$ cat config.mk
export PLATFORM = sky130hd
export DESIGN_NAME = uart_channel
export DESIGN_NICKNAME = d
export VERILOG_FILES = /design/src/rtl/uart_pkg.sv /design/src/rtl/baud_if.sv /design/src/rtl/baud_gen.sv /design/src/rtl/uart_channel.sv
export SDC_FILE = /design/constraint.sdc
export NUM_CORES = 1
export LEC_CHECK = 0
export BUFFER_PORTS_ARGS = -buffer_cell sky130_fd_sc_hd__buf_2
export CAP_MARGIN = 20
export CORE_MARGIN = 2
export CORE_UTILIZATION = 51
export DETAILED_ROUTE_END_ITERATION = 12
export GPL_ROUTABILITY_DRIVEN = 0
export GPL_TIMING_DRIVEN = 0
export HOLD_SLACK_MARGIN = 0.15
export PLACE_DENSITY_LB_ADDON = 0.12
export SYNTH_ARGS = -nofsm -noshare
export SYNTH_HDL_FRONTEND = slang
export SYNTH_SLANG_ARGS = --single-unit
$ cat constraint.sdc
create_clock -name clk_i -period 3.3 [get_ports clk_i]
set_input_delay 0.66 -clock clk_i [delete_from_list [all_inputs] [get_ports clk_i]]
set_output_delay 0.66 -clock clk_i [all_outputs]
set_load 0.01 [all_outputs]
$ cat src/rtl/uart_pkg.sv
// Package of register offsets, field positions, reset values and timing
// constants for the serial channel.
// Assumes a 32-bit classic Wishbone register bus, one register per word.
package uart_pkg;

  // ----------------------------------------------------------------------
  // Register byte addresses.
  // ----------------------------------------------------------------------
  localparam logic [4:0] ADDR_DATA = 5'h00;
  localparam logic [4:0] ADDR_IER = 5'h04;
  localparam logic [4:0] ADDR_IIR = 5'h08;
  localparam logic [4:0] ADDR_LCR = 5'h0c;
  localparam logic [4:0] ADDR_MCR = 5'h10;
  localparam logic [4:0] ADDR_LSR = 5'h14;
  localparam logic [4:0] ADDR_MSR = 5'h18;
  localparam logic [4:0] ADDR_SCR = 5'h1c;
  localparam int ADDR_MSB = 4;
  localparam int ADDR_LSB = 2;

  // ----------------------------------------------------------------------
  // Field positions.
  // ----------------------------------------------------------------------
  localparam int IER_RX = 0;
  localparam int IER_TX = 1;
  localparam int IER_LS = 2;
  localparam int IER_MS = 3;
  localparam int LCR_DLAB = 7;
  localparam int LCR_BREAK = 6;
  localparam int LCR_PEN = 3;
  localparam int LCR_STB = 2;
  localparam int MCR_DTR = 0;
  localparam int MCR_RTS = 1;
  localparam int MCR_USER_OUTPUT_ONE_N = 2;
  localparam int MCR_USER_OUTPUT_TWO_N = 3;
  localparam int MCR_LOOP = 4;
  localparam int LSR_DR = 0;
  localparam int LSR_OE = 1;
  localparam int LSR_FE = 3;
  localparam int LSR_TX_HOLDING_EMPTY_FLAG = 5;
  localparam int LSR_TX_ALL_EMPTY_FLAG = 6;

  // ----------------------------------------------------------------------
  // Reset values and fixed codes.
  // ----------------------------------------------------------------------
  localparam logic [3:0] IER_RESET = 4'h0;
  localparam logic [7:0] MCR_RESET = 8'h00;
  localparam logic [7:0] LCR_RESET = 8'h00;
  localparam logic [4:0] LSR_ERR_RESET = 5'h00;
  localparam logic [3:0] MSR_DELTA_RESET = 4'h0;
  localparam logic [15:0] DIV_RESET = 16'h0001;
  localparam logic [2:0] IIR_NONE = 3'h1;
  localparam logic [2:0] IIR_LINE = 3'h6;
  localparam logic [2:0] IIR_RXDATA = 3'h4;
  localparam logic [2:0] IIR_TX_HOLDING_EMPTY_FLAG = 3'h2;
  localparam logic [2:0] IIR_MODEM = 3'h0;

  // ----------------------------------------------------------------------
  // Baud generation.
  // ----------------------------------------------------------------------
  localparam logic [3:0] OVERSAMPLE_LAST = 4'hf;
  localparam logic [3:0] MID_SAMPLE = 4'h7;

endpackage

$ cat src/rtl/baud_if.sv
// Interface between the channel core and its baud generator.
// Assumes both ends run on clk_i.
`timescale 1ns/1ps
`default_nettype none
interface baud_if;
  logic [15:0] divisor;
  logic restart;
  logic tick;
  modport core (output divisor, output restart, input tick);
  modport gen (input divisor, input restart, output tick);
endinterface
`default_nettype wire

$ cat src/rtl/baud_gen.sv
// Baud generator that gives one tick per divisor cycles of the clock.
// Assumes the divisor is stable while the channel is in use.
`timescale 1ns/1ps
`default_nettype none
module baud_gen (
  input wire logic clk_i,
  input wire logic rst_i,
  baud_if.gen bus
);

  logic [15:0] count_reg;

  // Count up to the divisor; a divisor of one ticks on every edge.
  always_ff @(posedge clk_i) begin
    if (rst_i || bus.restart) begin
      count_reg <= 16'h0000;
    end else if (count_reg + 16'h0001 >= bus.divisor) begin
      count_reg <= 16'h0000;
    end else begin
      count_reg <= count_reg + 16'h0001;
    end
  end

  // One tick at sixteen times the bit rate.
  assign bus.tick = !rst_i && !bus.restart &&
                    (count_reg + 16'h0001 >= bus.divisor);

endmodule // baud_gen
`default_nettype wire

$ cat src/rtl/uart_channel.sv
// One asynchronous serial channel with modem controls behind a Wishbone
// slave. Assumes synchronous pins and a single clock clk_i.
`timescale 1ns/1ps
`default_nettype none
module uart_channel (
  input wire logic clk_i,
  input wire logic rst_i,
  input wire logic wb_cyc_i,
  input wire logic wb_stb_i,
  input wire logic wb_we_i,
  input wire logic [31:0] wb_adr_i,
  input wire logic [31:0] wb_dat_i,
  input wire logic [3:0] wb_sel_i,
  output logic [31:0] wb_dat_o,
  output logic wb_ack_o,
  output logic wb_err_o,
  input wire logic serial_rx_line_i,
  output logic serial_tx_line_o,
  input wire logic cts_n_i,
  input wire logic dsr_n_i,
  input wire logic ri_n_i,
  input wire logic dcd_n_i,
  output logic rts_n_o,
  output logic dtr_n_o,
  output logic user_output_one_n_o,
  output logic user_output_two_n_o,
  output logic intr_o
);

  // ----------------------------------------------------------------------
  // Register state.
  // ----------------------------------------------------------------------
  logic [3:0] interrupt_enable_reg;
  logic [7:0] line_control_reg;
  logic [7:0] modem_control_reg;
  logic [7:0] scratch_reg;
  logic [15:0] divisor_reg;
  logic [7:0] receive_buffer_reg;
  logic [7:0] transmit_holding_reg;
  logic tx_holding_empty_flag_reg;
  logic tx_all_empty_flag_reg;
  logic [4:0] line_err_reg;
  logic [3:0] msr_delta_reg;
  logic [3:0] modem_prev_reg;
  logic tx_holding_empty_flag_int_reg;
  logic ack_reg;
  logic [31:0] dat_reg;

  logic [3:0] modem_live;
  logic req;
  logic wr;
  logic rd;
  logic mapped;
  logic [4:0] addr;
  logic dlab;
  logic wr_data;
  logic rd_data;
  logic rd_iir;
  logic rd_lsr;
  logic rd_msr;
  logic [7:0] lsr_value;
  logic [7:0] msr_value;
  logic [7:0] iir_value;
  logic [2:0] iir_code;
  logic rx_done;
  logic [7:0] rx_byte;
  logic rx_frame_err;
  logic tx_load;
  logic tx_idle;
  logic [7:0] byte_mask;

  baud_if baud ();

  baud_gen u_baud (
    .clk_i(clk_i),
    .rst_i(rst_i),
    .bus(baud.gen)
  );

  assign baud.divisor = divisor_reg;
  assign baud.restart = 1'b0;

  // ----------------------------------------------------------------------
  // Wishbone decode; one wait state, answer in the cycle after the request.
  // ----------------------------------------------------------------------
  assign addr = wb_adr_i[uart_pkg::ADDR_MSB:0];
  assign req = wb_cyc_i && wb_stb_i && !ack_reg && wb_sel_i[0];
  assign mapped = (wb_adr_i[31:uart_pkg::ADDR_MSB + 1] == '0) && (addr[1:0] == 2'b00);
  assign wr = req && mapped && wb_we_i;
  assign rd = req && mapped && !wb_we_i;
  assign dlab = line_control_reg[uart_pkg::LCR_DLAB];
  assign wr_data = wr && addr == uart_pkg::ADDR_DATA && !dlab;
  assign rd_data = rd && addr == uart_pkg::ADDR_DATA && !dlab;
  assign rd_iir = rd && addr == uart_pkg::ADDR_IIR;
  assign rd_lsr = rd && addr == uart_pkg::ADDR_LSR;
  assign rd_msr = rd && addr == uart_pkg::ADDR_MSR;

  // Acknowledge mapped accesses, flag an error for everything else.
  always_ff @(posedge clk_i) begin
    if (rst_i) begin
      ack_reg <= 1'b0;
      wb_err_o <= 1'b0;
    end else begin
      ack_reg <= req && mapped;
      wb_err_o <= wb_cyc_i && wb_stb_i && !ack_reg && !wb_err_o && !(mapped && wb_sel_i[0]);
    end
  end
  assign wb_ack_o = ack_reg;

  // ----------------------------------------------------------------------
  // Control registers written by software.
  // ----------------------------------------------------------------------
  always_ff @(posedge clk_i) begin
    if (rst_i) begin
      interrupt_enable_reg <= uart_pkg::IER_RESET;
      line_control_reg <= uart_pkg::LCR_RESET;
      modem_control_reg <= uart_pkg::MCR_RESET;
    end else if (wr) begin
      if (addr == uart_pkg::ADDR_IER && !dlab) begin
        interrupt_enable_reg <= wb_dat_i[3:0];
      end
      if (addr == uart_pkg::ADDR_LCR) begin
        line_control_reg <= wb_dat_i[7:0];
      end
      if (addr == uart_pkg::ADDR_MCR) begin
        modem_control_reg <= {3'h0, wb_dat_i[4:0]};
      end
    end
  end

  // Divisor latch is reloaded by reset only while it holds zero; scratch is untouched by reset.
  always_ff @(posedge clk_i) begin
    if (rst_i && divisor_reg == 16'h0000) begin
      divisor_reg <= uart_pkg::DIV_RESET;
    end else if (wr && dlab && addr == uart_pkg::ADDR_DATA) begin
      divisor_reg[7:0] <= wb_dat_i[7:0];
    end else if (wr && dlab && addr == uart_pkg::ADDR_IER) begin
      divisor_reg[15:8] <= wb_dat_i[7:0];
    end
  end

  // Scratch register for software use.
  always_ff @(posedge clk_i) begin
    if (wr && addr == uart_pkg::ADDR_SCR) begin
      scratch_reg <= wb_dat_i[7:0];
    end
  end

  // ----------------------------------------------------------------------
  // Serial engine and line status.
  // ----------------------------------------------------------------------
  assign byte_mask = 8'hff;

  uart_shift u_shift (
    .clk_i(clk_i),
    .rst_i(rst_i),
    .tick_i(baud.tick),
    .rx_i(modem_control_reg[uart_pkg::MCR_LOOP] ? serial_tx_line_o : serial_rx_line_i),
    .load_i(tx_load),
    .data_i(transmit_holding_reg),
    .brk_i(line_control_reg[uart_pkg::LCR_BREAK]),
    .tx_o(serial_tx_line_o),
    .idle_o(tx_idle),
    .done_o(rx_done),
    .byte_o(rx_byte),
    .ferr_o(rx_frame_err)
  );

  assign tx_load = !tx_holding_empty_flag_reg && tx_idle && !wr_data;

  // Transmit holding flags; reset sets both empty flags.
  always_ff @(posedge clk_i) begin
    if (rst_i) begin
      tx_holding_empty_flag_reg <= 1'b1;
      tx_all_empty_flag_reg <= 1'b1;
    end else begin
      if (wr_data) begin
        tx_holding_empty_flag_reg <= 1'b0;
      end else if (tx_load) begin
        tx_holding_empty_flag_reg <= 1'b1;
      end
      tx_all_empty_flag_reg <= tx_idle && tx_holding_empty_flag_reg && !wr_data;
    end
  end

  // Holding and receive buffers keep contents through reset.
  always_ff @(posedge clk_i) begin
    if (wr_data) begin
      transmit_holding_reg <= wb_dat_i[7:0] & byte_mask;
    end
    if (rx_done) begin
      receive_buffer_reg <= rx_byte;
    end
  end

  // Data ready and error bits; a new event wins over a read clear.
  always_ff @(posedge clk_i) begin
    if (rst_i) begin
      line_err_reg <= uart_pkg::LSR_ERR_RESET;
    end else begin
      if (rx_done) begin
        line_err_reg[uart_pkg::LSR_DR] <= 1'b1;
      end else if (rd_data) begin
        line_err_reg[uart_pkg::LSR_DR] <= 1'b0;
      end
      if (rx_done && (line_err_reg[uart_pkg::LSR_DR] || rx_frame_err)) begin
        line_err_reg[4:1] <= line_err_reg[4:1] |
          {1'b0, rx_frame_err, 1'b0, line_err_reg[uart_pkg::LSR_DR]};
      end else if (rd_lsr) begin
        line_err_reg[4:1] <= 4'h0;
      end
    end
  end
  assign lsr_value = {1'b0, tx_all_empty_flag_reg, tx_holding_empty_flag_reg, line_err_reg};

  // ----------------------------------------------------------------------
  // Modem inputs, deltas and outputs.
  // ----------------------------------------------------------------------
  assign modem_live = modem_control_reg[uart_pkg::MCR_LOOP] ?
    {modem_control_reg[uart_pkg::MCR_USER_OUTPUT_TWO_N], modem_control_reg[uart_pkg::MCR_USER_OUTPUT_ONE_N],
     modem_control_reg[uart_pkg::MCR_DTR], modem_control_reg[uart_pkg::MCR_RTS]} :
    {~dcd_n_i, ~ri_n_i, ~dsr_n_i, ~cts_n_i};

  // Change detection; ring counts its trailing edge only.
  always_ff @(posedge clk_i) begin
    modem_prev_reg <= modem_live;
    if (rst_i) begin
      msr_delta_reg <= uart_pkg::MSR_DELTA_RESET;
    end else begin
      for (int i = 0; i < 4; i++) begin
        if (i == 2 ? (modem_prev_reg[i] && !modem_live[i]) : (modem_prev_reg[i] != modem_live[i])) begin
          msr_delta_reg[i] <= 1'b1;
        end else if (rd_msr) begin
          msr_delta_reg[i] <= 1'b0;
        end
      end
    end
  end
  assign msr_value = {modem_live, msr_delta_reg};

  // Outputs are inverted control bits; loop mode parks them inactive.
  assign rts_n_o = !(modem_control_reg[uart_pkg::MCR_RTS] && !modem_control_reg[uart_pkg::MCR_LOOP]);
  assign dtr_n_o = !(modem_control_reg[uart_pkg::MCR_DTR] && !modem_control_reg[uart_pkg::MCR_LOOP]);
  assign user_output_one_n_o = !(modem_control_reg[uart_pkg::MCR_USER_OUTPUT_ONE_N] && !modem_control_reg[uart_pkg::MCR_LOOP]);
  assign user_output_two_n_o = !(modem_control_reg[uart_pkg::MCR_USER_OUTPUT_TWO_N] && !modem_control_reg[uart_pkg::MCR_LOOP]);

  // ----------------------------------------------------------------------
  // Interrupt priority.
  // ----------------------------------------------------------------------
  // Transmit-empty source: set on holding empty, cleared by id read or write.
  always_ff @(posedge clk_i) begin
    if (rst_i) begin
      tx_holding_empty_flag_int_reg <= 1'b1;
    end else if (wr_data) begin
      tx_holding_empty_flag_int_reg <= 1'b0;
    end else if (tx_load) begin
      tx_holding_empty_flag_int_reg <= 1'b1;
    end else if (rd_iir && iir_code == uart_pkg::IIR_TX_HOLDING_EMPTY_FLAG) begin
      tx_holding_empty_flag_int_reg <= 1'b0;
    end
  end

  // Highest pending enabled source picks the id code.
  always_comb begin
    if (interrupt_enable_reg[uart_pkg::IER_LS] && line_err_reg[4:1] != 4'h0) begin
      iir_code = uart_pkg::IIR_LINE;
    end else if (interrupt_enable_reg[uart_pkg::IER_RX] && line_err_reg[uart_pkg::LSR_DR]) begin
      iir_code = uart_pkg::IIR_RXDATA;
    end else if (interrupt_enable_reg[uart_pkg::IER_TX] && tx_holding_empty_flag_int_reg) begin
      iir_code = uart_pkg::IIR_TX_HOLDING_EMPTY_FLAG;
    end else if (interrupt_enable_reg[uart_pkg::IER_MS] && msr_delta_reg != 4'h0) begin
      iir_code = uart_pkg::IIR_MODEM;
    end else begin
      iir_code = uart_pkg::IIR_NONE;
    end
  end
  assign iir_value = {5'h00, iir_code};
  assign intr_o = !iir_code[0] && modem_control_reg[uart_pkg::MCR_USER_OUTPUT_TWO_N];

  // Read data register, loaded with the request.
  always_ff @(posedge clk_i) begin
    if (rst_i) begin
      dat_reg <= '0;
    end else if (rd) begin
      case (addr)
        uart_pkg::ADDR_DATA: dat_reg <= {24'h0, dlab ? divisor_reg[7:0] : receive_buffer_reg};
        uart_pkg::ADDR_IER: dat_reg <= {24'h0, dlab ? divisor_reg[15:8] : {4'h0, interrupt_enable_reg}};
        uart_pkg::ADDR_IIR: dat_reg <= {24'h0, iir_value};
        uart_pkg::ADDR_LCR: dat_reg <= {24'h0, line_control_reg};
        uart_pkg::ADDR_MCR: dat_reg <= {24'h0, modem_control_reg};
        uart_pkg::ADDR_LSR: dat_reg <= {24'h0, lsr_value};
        uart_pkg::ADDR_MSR: dat_reg <= {24'h0, msr_value};
        default: dat_reg <= {24'h0, scratch_reg};
      endcase
    end
  end
  assign wb_dat_o = dat_reg;

endmodule // uart_channel

module uart_shift (
  input wire logic clk_i,
  input wire logic rst_i,
  input wire logic tick_i,
  input wire logic rx_i,
  input wire logic load_i,
  input wire logic [7:0] data_i,
  input wire logic brk_i,
  output logic tx_o,
  output logic idle_o,
  output logic done_o,
  output logic [7:0] byte_o,
  output logic ferr_o
);
  logic [9:0] tx_sh_reg;
  logic [3:0] tx_bits_reg;
  logic [3:0] tx_sub_reg;
  logic [8:0] rx_sh_reg;
  logic [3:0] rx_bits_reg;
  logic [3:0] rx_sub_reg;
  logic rx_busy_reg;

  // Transmitter: start, eight data bits, one stop bit.
  always_ff @(posedge clk_i) begin
    if (rst_i) begin
      tx_sh_reg <= 10'h3ff;
      tx_bits_reg <= 4'h0;
      tx_sub_reg <= 4'h0;
    end else if (load_i) begin
      tx_sh_reg <= {1'b1, data_i, 1'b0};
      tx_bits_reg <= 4'ha;
      tx_sub_reg <= 4'h0;
    end else if (tick_i && tx_bits_reg != 4'h0) begin
      tx_sub_reg <= tx_sub_reg + 4'h1;
      if (tx_sub_reg == uart_pkg::OVERSAMPLE_LAST) begin
        tx_sh_reg <= {1'b1, tx_sh_reg[9:1]};
        tx_bits_reg <= tx_bits_reg - 4'h1;
      end
    end
  end
  assign idle_o = tx_bits_reg == 4'h0;
  assign tx_o = (idle_o ? 1'b1 : tx_sh_reg[0]) && !brk_i;

  // Receiver: sample each bit in its middle.
  always_ff @(posedge clk_i) begin
    done_o <= 1'b0;
    if (rst_i) begin
      rx_busy_reg <= 1'b0;
      rx_sub_reg <= 4'h0;
      rx_bits_reg <= 4'h0;
      ferr_o <= 1'b0;
    end else if (tick_i) begin
      if (!rx_busy_reg) begin
        rx_sub_reg <= 4'h0;
        rx_bits_reg <= 4'h0;
        rx_busy_reg <= !rx_i;
      end else begin
        rx_sub_reg <= rx_sub_reg + 4'h1;
        if (rx_sub_reg == uart_pkg::MID_SAMPLE) begin
          rx_sh_reg <= {rx_i, rx_sh_reg[8:1]};
          rx_bits_reg <= rx_bits_reg + 4'h1;
          if (rx_bits_reg == 4'h0 && rx_i) begin
            rx_busy_reg <= 1'b0;
          end else if (rx_bits_reg == 4'h9) begin
            rx_busy_reg <= 1'b0;
            done_o <= 1'b1;
            byte_o <= rx_sh_reg[8:1];
            ferr_o <= !rx_i;
          end
        end
      end
    end
  end
endmodule // uart_shift
`default_nettype wire

==> results of run 1 <==
worst min-delay path by stage:
stage                              start                    end  slack [ns]  cells after the start
finish                 u_shift.byte_o[7]  receive_buffer_reg[7]        0.42                      0
CTS                    u_shift.byte_o[3]  receive_buffer_reg[3]        0.42                      0
global route           u_shift.byte_o[4]  receive_buffer_reg[4]        0.42                      0
floorplan              u_shift.byte_o[0]  receive_buffer_reg[0]        0.40                      0
detailed placement     u_shift.byte_o[7]  receive_buffer_reg[7]        0.40                      0
global placement    u_shift.rx_sh_reg[1]      u_shift.byte_o[0]        0.40                      0
worst max-delay path, delay by kind of cell, from the launching register on:
family          cells  cell delay, ns
simple gates        7            1.65
flops               1            0.37
buf+inv             2            0.34
compound gates      2            0.34
fa+ha+maj           1            0.32
xor+xnor            1            0.07
logic make-up (layout without fill, tap and decap cells):
| kind of cell | after synthesis | count (layout) | synth area share [%] |
|---|---|---|---|
| other | 1 | 24 | 0.0562 |
| AOI/OAI and AO/OA | 118 | 118 | 12.4 |
| buffers and inverters | 83 | 181 | 6.47 |
| DFF | 141 | 141 | 48.3 |
| muxes | 37 | 37 | 5.63 |
| and+or+nand+nor | 257 | 257 | 20.2 |
| xor gates and xnor gates | 20 | 20 | 2.63 |
| adders and majority gates | 23 | 23 | 4.31 |
synth_stat cells (all sizes together) (13+ instances only):
cell	n	share of area [%]
inv	27	1.5
nand3	25	2.0
and2	22	2.1
nor2	54	3.1
edfxtp	40	18
nand2	57	3.2
xnor2	14	1.8
clkbuf	21	1.2
nand4	15	1.4
o21ai	27	2.0
a21oi	21	1.6
mux2i	33	5.0
nor4	14	1.3
ha	23	4.3
buf	35	3.8
nor3	24	2.2
dfxtp	101	30
a221oi	13	1.8
stage by stage:
step / setup TNS [ns] / std cells / setup slack, ns / util (%) / power, W
global placement: -3.47 / 940 / -0.399 / 57.6 / 0.00200
global route: -1.06 / 973 / -0.0864 / 63.4 / 0.00412
detailed placement: -4.95 / 940 / -0.495 / 57.6 / 0.00200
floorplan: 0 / 703 / 0.116 / - / 0.00193
finish: 0 / 973 / 0.104 / 63.4 / 0.00400
CTS: 0 / 972 / 0.0142 / 62.8 / 0.00402
area by class of cell:
cell class | count | area, um^2 | area share [%]
tap | 172 | 215 | 2.68
timing repair buffer | 66 | 333 | 4.14
buffer | 56 | 330 | 4.11
clock inverter | 13 | 189 | 2.35
multi-input combinational | 479 | 3200 | 39.8
sequential | 141 | 3230 | 40.2
clock buffer | 19 | 443 | 5.51
inverter | 27 | 101 | 1.26
per-layer routing:
metal	vias up	track usage, %
li1	2640	-
met1	2636	32.4
met2	205	41.0
met3	31	5.21
met4	0	9.75
met5	-	0
power groups by stage:
stage	combinational (W)	sequential (W)	clock, W
after floorplan	0.000101	0.00183	0
after global placement	0.000168	0.00183	0
after detailed placement	0.000172	0.00183	0
after CTS	0.000173	0.00179	0.00205
after global routing	0.000191	0.00179	0.00213
final	0.000176	0.00179	0.00203
what timing repair did:
| action | 4_1_cts | 5_1_grt |
|---|---|---|
| endpoints found under the setup margin | 16 | 50 |
| pin swaps | 0 | 4 |
| setup buffers | 0 | 1 |
| resized for setup | 5 | 17 |
==> results.yml, run 1 <==
routing:
  vias_per_cell: 5.66
  highest_layer: "met4"
  drt-initial-drc-count: 461
  drc: 0
  ant_nets: 0
  met3_length_um: 1060
  routedWlPerCell_um: 17.5
  drt_first_pass_iters: 5
  wl_um: 17000
  vias: 5512
  met2_length_um: 8360
  wl_met1_um: 7280
layout:
  num-fill-cells: 1083
  diodes: 0
  layout_common_cells: "97 x dfxtp_1, 70 x buf_2, 57 x nand2_1"
  syn2layout_area_growth_pct: 20.5
  drive_gt1_share_pct: 21.0
  nets: 889
  mostFrequentLayoutCell: "dfxtp_1"
  design_area_um2: 8040
synthesis:
  syn-cell-area_um2: 6670
  synth_edf_count: 40
  async_flop_share_pct: 0
  synth-main-ff-cell: "dfxtp_1"
  seq_area_frac_synth_pct: 48.3
  synth_cell_type_count: 71
  syn_area_per_cell_um2: 9.81
  synthCells: 680
  ys_seq_elements: 141
  ys_warn_count: 0
clocking:
  cts-root-buf: "clkbuf_16"
  clk_pin_slew_ns: 0.06
  cts_buffers: 17
  cts_buffer_depth: 2
  htreeDepth: 4
  postCtsHoldBufs: 0
  cts.sinks: 141
  tritoncts: "done"
  clk_latency_ns: 0.42
floorplanning:
  core_area_um2: 12700
  ios: 118
  die_w_um: 118
  die_y_um: 118
  start_util_pct: 52.7
  die-area_um2: 14000
  rows: 41
status:
  status: "completed"
sta:
  slew_headroom_pct: 44.4
  period_share_pct: 96.8
  setup_viol: 0
  tightest_slew_ns: 0.831
  slew_viol_final: 0
  period_minus_slack_ns: 3.20
  clock_skew_ns: 0.00606
  rsz0062_at_grt: "yes"
  max_freq_mhz: 313
  timing.final.hold_violations: 0
  whs_ns: 0.418
grt:
  antenna_found_initial: 0
  grt_max_degree: 17
  grt_pass1_vias: 5276
  grt_usage_pct: 25.0
  grt_pass1_wl_um: 27300
  overflow: 0
power:
  peakVddDrop_mv: 0.559
  swShare_pct: 21.4
  pwr-share-comb_pct: 4.4
  p_leak_nw: 3.11
  intPower_w: 0.00314
  power.switching_w: 0.000857
  p_per_area_nw_per_um2: 497
  p_seq_share_pct: 44.8
  clockPowerShare_pct: 50.8
placement:
  place_area_um2: 7300
  port_buffers: 65
  dpl.hpwl_um: 12500
worst_setup_path:
  required_ns: 3.65
  critical_path_class: "register to register"
  cpMostUsedCell: "nand4_1"
  crit_chain: "nand4_1, buf_4, nor3_4, and2_4, xor2_2, ha_1, nand4_1, nor2_4, a32oi_4, and3_4, buf_6, or4b_1, a31oi_1"
  cp-startpoint: "u_baud.count_reg[6]"
  worst_setup_path_start_kind: "register"
  cpPeakStageDelay_ns: 0.50
  r2r-end: "u_shift.rx_bits_reg[3]"
  r2r_cells: 13
  r2r_start: "u_baud.count_reg[6]"
  crit_fanout: 10
  reg2reg_slack_ns: 0.10
  arrival_ns: 3.54
  crit_end: "u_shift.rx_bits_reg[3]"
  slowest_stage: "or4b_1"
  crit_path_end_kind: "register"
flow_run:
  drv_cap: 0
hold_path:
  hold_path_class: "register to register"
Note: power is estimated with default switching activity, not from simulation.
==> inputs of run 2 (changes only) <==
Settings changed: CORE_UTILIZATION 51 to 29.
==> run 2 against run 1 <==
Compared with the run above: worst setup slack better by 0.053 ns; global-route usage is 9.0 points lower; die area is 73% higher; combinational power is 2% higher; critical path type unchanged; clock power is 5% lower; non-clock buffer count is 1 higher; sequential power hardly changed; clock-buffer cell count is 2 lower; via count hardly changed.
==> results.yml, run 2 (synthesized netlist as in run 1, its figures left out) <==
floorplanning:
  die_y_um: 156
  rows: 55
  start_util_pct: 29.5
  ios: 118
  core_area_um2: 22600
  die_w_um: 156
  die-area_um2: 24200
sta:
  tightest_slew_ns: 0.808
  slew_viol_final: 0
  timing.final.hold_violations: 0
  fin_ws_ns: 0.158
  period_minus_slack_ns: 3.14
  period_share_pct: 95.2
  setup_viol: 0
  max_freq_mhz: 318
  slew_headroom_pct: 46.1
  clock_skew_ns: 0.0123
layout:
  utilization_pct: 36.1
  syn2layout_area_growth_pct: 22.6
  mostFrequentLayoutCell: "dfxtp_1"
  drive_gt1_share_pct: 21.4
  layout_common_cells: "97 x dfxtp_1, 70 x buf_2, 57 x nand2_1"
  nets: 890
grt:
  grt_max_degree: 19
  grt_pass1_wl_um: 29500
  antenna_found_initial: 0
  grt_pass1_vias: 5317
  grt_usage_pct: 16.0
  overflow: 0
clocking:
  tritoncts: "done"
  clk_latency_ns: 0.43
  clk_pin_slew_ns: 0.07
  htreeDepth: 4
  cts.sinks: 141
  cts-root-buf: "clkbuf_16"
  cts_buffer_depth: 2
  cts_buffers: 17
worst_setup_path:
  crit_path_end_kind: "register"
  critical_path_class: "register to register"
  worst_setup_path_start_kind: "register"
  crit_fanout: 11
  arrival_ns: 3.50
  required_ns: 3.65
routing:
  vias: 5509
  routedWlPerCell_um: 17.7
  drc: 0
  drt_first_pass_iters: 5
  vias_per_cell: 5.06
  drt-initial-drc-count: 436
  wl_um: 19200
  ant_nets: 0
flow_run:
  drv_cap: 0
hold_path:
  hold_path_class: "register to register"
power:
  p_leak_nw: 3.12
  p_per_area_nw_per_um2: 477
  peakVddDrop_mv: 0.340
placement:
  port_buffers: 65
  pre_cts_slack_ns: -0.711
  dpl.hpwl_um: 14400
status:
  status: "completed"
-- run 2: cell types whose count changed in the layout (fill, tap and decap cells not counted), moves of 2 or more --
cell / previous run / this run
bufinv_16: 4 / 0
clkinv_2: 2 / 0
clkinv_4: 3 / 1
clkinv_8: 0 / 4
clkinvlp_4: 2 / 0
inv_8: 0 / 7
-- run 2: final timing paths --
path,from,endpoint,slack [ns],cells after the start
worst max-delay path,u_baud.count_reg[6],u_shift.rx_bits_reg[3],0.16,12
worst min-delay path,u_shift.byte_o[7],receive_buffer_reg[7],0.42,0
worst max register to register,u_baud.count_reg[6],u_shift.rx_bits_reg[3],0.16,12
worst min register to register,u_shift.byte_o[7],receive_buffer_reg[7],0.42,0
-- run 2: worst max-delay path, stage by stage (launching register included) --
cell and delay [ns]:
dfxtp_2 0.37, nand4_1 0.23, nor3_4 0.28, nand4_1 0.14, xnor2_1 0.18, ha_1 0.31, nand4_1 0.16, nor2_4 0.18
a32oi_4 0.17, and3_4 0.23, buf_6 0.14, or4b_1 0.49, a31oi_1 0.16
-- run 2: final cells by class --
cell class	count	area [um^2]
clock buffers	17	425
clock inverters	15	179
inverters	27	101
diodes	1	2.50
well taps	285	357
flip-flops and latches	141	3230
plain buffers	56	330
multi-input cells	479	3210
repair buffers	67	340
fillers	2299	14500
-- run 2: power by group --
group          internal (W)  switching, W
registers           0.00178     0.0000103
logic             0.0000693      0.000110
clock network       0.00103      0.000902
total               0.00288       0.00102
-- run 2: timing repair --
item / CTS / global route
resized for setup: 9 / 15
pin swaps: 1 / 4
setup endpoints to repair: 57 / 55
setup buffers: 0 / 2
hold buffers: 0 / 0
-- run 2: metal layers --
metal | GRT usage (%) | wire, um | vias up
li1 | - | - | 2642
met1 | 21.6 | 8930 | 2658
met2 | 25.4 | 8700 | 192
met3 | 4.19 | 1340 | 17
met4 | 4.50 | 255 | 0
met5 | 0 | 0 | -
-- run 2: stage by stage --
step / hold WS [ns] / TNS (ns) / instances / total power [W] / cell area [um^2]
finish: 0.421 / 0 / 1088 / 0.00390 / 8180
global route: 0.446 / -0.131 / 1087 / 0.00404 / 8180
CTS: 0.423 / 0 / 1085 / 0.00395 / 8090
detailed placement: 0.405 / -14.66 / 1053 / 0.00201 / 7440
global placement: 0.403 / -9.30 / 1053 / 0.00201 / 7440
floorplan: 0.400 / 0 / 703 / 0.00193 / 6760
==> inputs of run 3 (changes only) <==
Settings changed: CORE_UTILIZATION 29 to 38.
==> run 3 against run 2 <==
Compared with the run above: register-to-register slack better by 0.02 ns; sequential power about the same; largest cell class unchanged; first-iteration DRC count decreased by 27%; critical path depth increased by 1; total power increased by 1.4%; highest routed layer unchanged; largest power group unchanged.
==> results.yml, run 3 (synthesized netlist as in run 1, its figures left out) <==
placement:
  dpl.hpwl_um: 13700
  pre_cts_slack_ns: -0.631
  port_buffers: 65
sta:
  clock_skew_ns: 0.0121
  timing.final.hold_violations: 0
  period_minus_slack_ns: 3.12
  tightest_slew_ns: 0.895
  period_share_pct: 94.5
  slew_headroom_pct: 40.1
  fin_ws_ns: 0.182
  max_freq_mhz: 321
  setup_viol: 0
  slew_viol_final: 0
routing:
  vias_per_cell: 5.27
  drc: 0
  vias: 5405
  routedWlPerCell_um: 17.6
  drt-initial-drc-count: 320
  ant_nets: 0
  wl_um: 18100
  drt_first_pass_iters: 5
floorplanning:
  die_w_um: 137
  ios: 118
  die-area_um2: 18600
  die_y_um: 137
  rows: 48
  start_util_pct: 38.7
  core_area_um2: 17200
layout:
  drive_gt1_share_pct: 20.3
  mostFrequentLayoutCell: "dfxtp_1"
  nets: 888
  layout_common_cells: "100 x dfxtp_1, 70 x buf_2, 57 x nand2_1"
  num-fill-cells: 1638
  diodes: 0
  syn2layout_area_growth_pct: 20.8
grt:
  overflow: 0
  grt_pass1_wl_um: 28600
  grt_usage_pct: 20.4
  grt_max_degree: 17
  grt_pass1_vias: 5347
  antenna_found_initial: 0
worst_setup_path:
  r2r-end: "u_shift.rx_bits_reg[3]"
  cpPeakStageDelay_ns: 0.50
  r2r_start: "u_baud.count_reg[0]"
  reg2reg_slack_ns: 0.18
  crit_chain: "ha_1, nand2_1, nor3_4, nand3_1, xnor2_1, ha_1, nand4_1, nor2_4, a32oi_4, and3_4, buf_6, or4b_1, a31oi_1"
  critPathBufInv: 1
  worst_setup_path_start_kind: "register"
  crit_path_end_kind: "register"
  cpMostUsedCell: "ha_1"
  slowest_stage: "or4b_1"
  required_ns: 3.64
  critical_path_class: "register to register"
  r2r_cells: 13
  arrival_ns: 3.46
  crit_family: "simple AND/OR/NAND/NOR gates"
  crit_fanout: 10
hold_path:
  min_path_cells: 0
  hold-path-endpoint: "receive_buffer_reg[1]"
  hp-start: "u_shift.byte_o[1]"
  hold_path_class: "register to register"
clocking:
  cts_buffer_depth: 2
  htreeDepth: 4
  clk_pin_slew_ns: 0.06
  cts_buffers: 17
  postCtsHoldBufs: 0
  cts-root-buf: "clkbuf_16"
  clk_latency_ns: 0.42
  cts.sinks: 141
  tritoncts: "done"
status:
  status: "completed"
power:
  p_per_area_nw_per_um2: 491
  p_total_w: 0.00396
  p_leak_nw: 3.10
  peakVddDrop_mv: 0.370
flow_run:
  drv_cap: 0
[run 3: per-layer routing]
metal | up-vias | routed length (um) | GRT usage, %
met4 | 0 | 244 | 6.37
li1 | 2632 | - | -
met1 | 2586 | 8410 | 27.5
met3 | 20 | 1000 | 4.19
met5 | - | 0 | 0
met2 | 167 | 8410 | 32.9
[run 3: worst max-delay path by stage]
stage                     cells past startpoint  slack, ns                      to           startpoint
final                                        13       0.18  u_shift.rx_bits_reg[3]  u_baud.count_reg[0]
after global routing                         12      -0.03       u_shift.byte_o[6]  u_baud.count_reg[1]
after CTS                                    12       0.07  u_shift.rx_bits_reg[3]  u_baud.count_reg[0]
after detailed placement                     11      -0.63    u_shift.rx_sh_reg[2]  u_baud.count_reg[0]
after global placement                       12      -0.44    u_shift.rx_sh_reg[1]  u_baud.count_reg[0]
after floorplan                              12       0.12    u_shift.rx_sh_reg[1]  u_baud.count_reg[0]
[run 3: power breakdown]
| group | total, W | leakage [nW] | switching [W] | internal (W) |
|---|---|---|---|---|
| sequential | 0.00179 | 1.18 | 0.00000896 | 0.00178 |
| clock | 0.00199 | 0.290 | 0.000766 | 0.00122 |
| combinational | 0.000176 | 1.63 | 0.000107 | 0.0000693 |
[run 3: layout make-up]
cell class,count,area (um^2),area share (%)
Multi-Input combinational cell,479,3180,39.4
Inverter,27,101,1.26
Timing Repair Buffer,65,325,4.04
Sequential cell,141,3220,40.0
Tap cell,225,282,3.49
Clock inverter,14,181,2.25
Clock buffer,18,439,5.45
Buffer,56,330,4.10
[run 3: stage by stage]
stage	instance area, um^2	hold slack (ns)	utilization [%]	instances	setup TNS (ns)
floorplan	6760	0.400	-	703	0
global placement	7360	0.403	42.7	993	-4.08
detailed placement	7360	0.405	42.7	993	-6.56
CTS	8010	0.420	46.5	1025	0
global route	8060	0.424	46.8	1025	-0.267
finish	8060	0.417	46.8	1025	0
[run 3: timing repair]
| action | 4_1_cts | 5_1_grt |
|---|---|---|
| endpoints found under the hold margin | 0 | 0 |
| setup endpoints to repair | 28 | 43 |
| pin swaps | 1 | 0 |
| setup buffers | 0 | 0 |
| resized for setup | 6 | 9 |
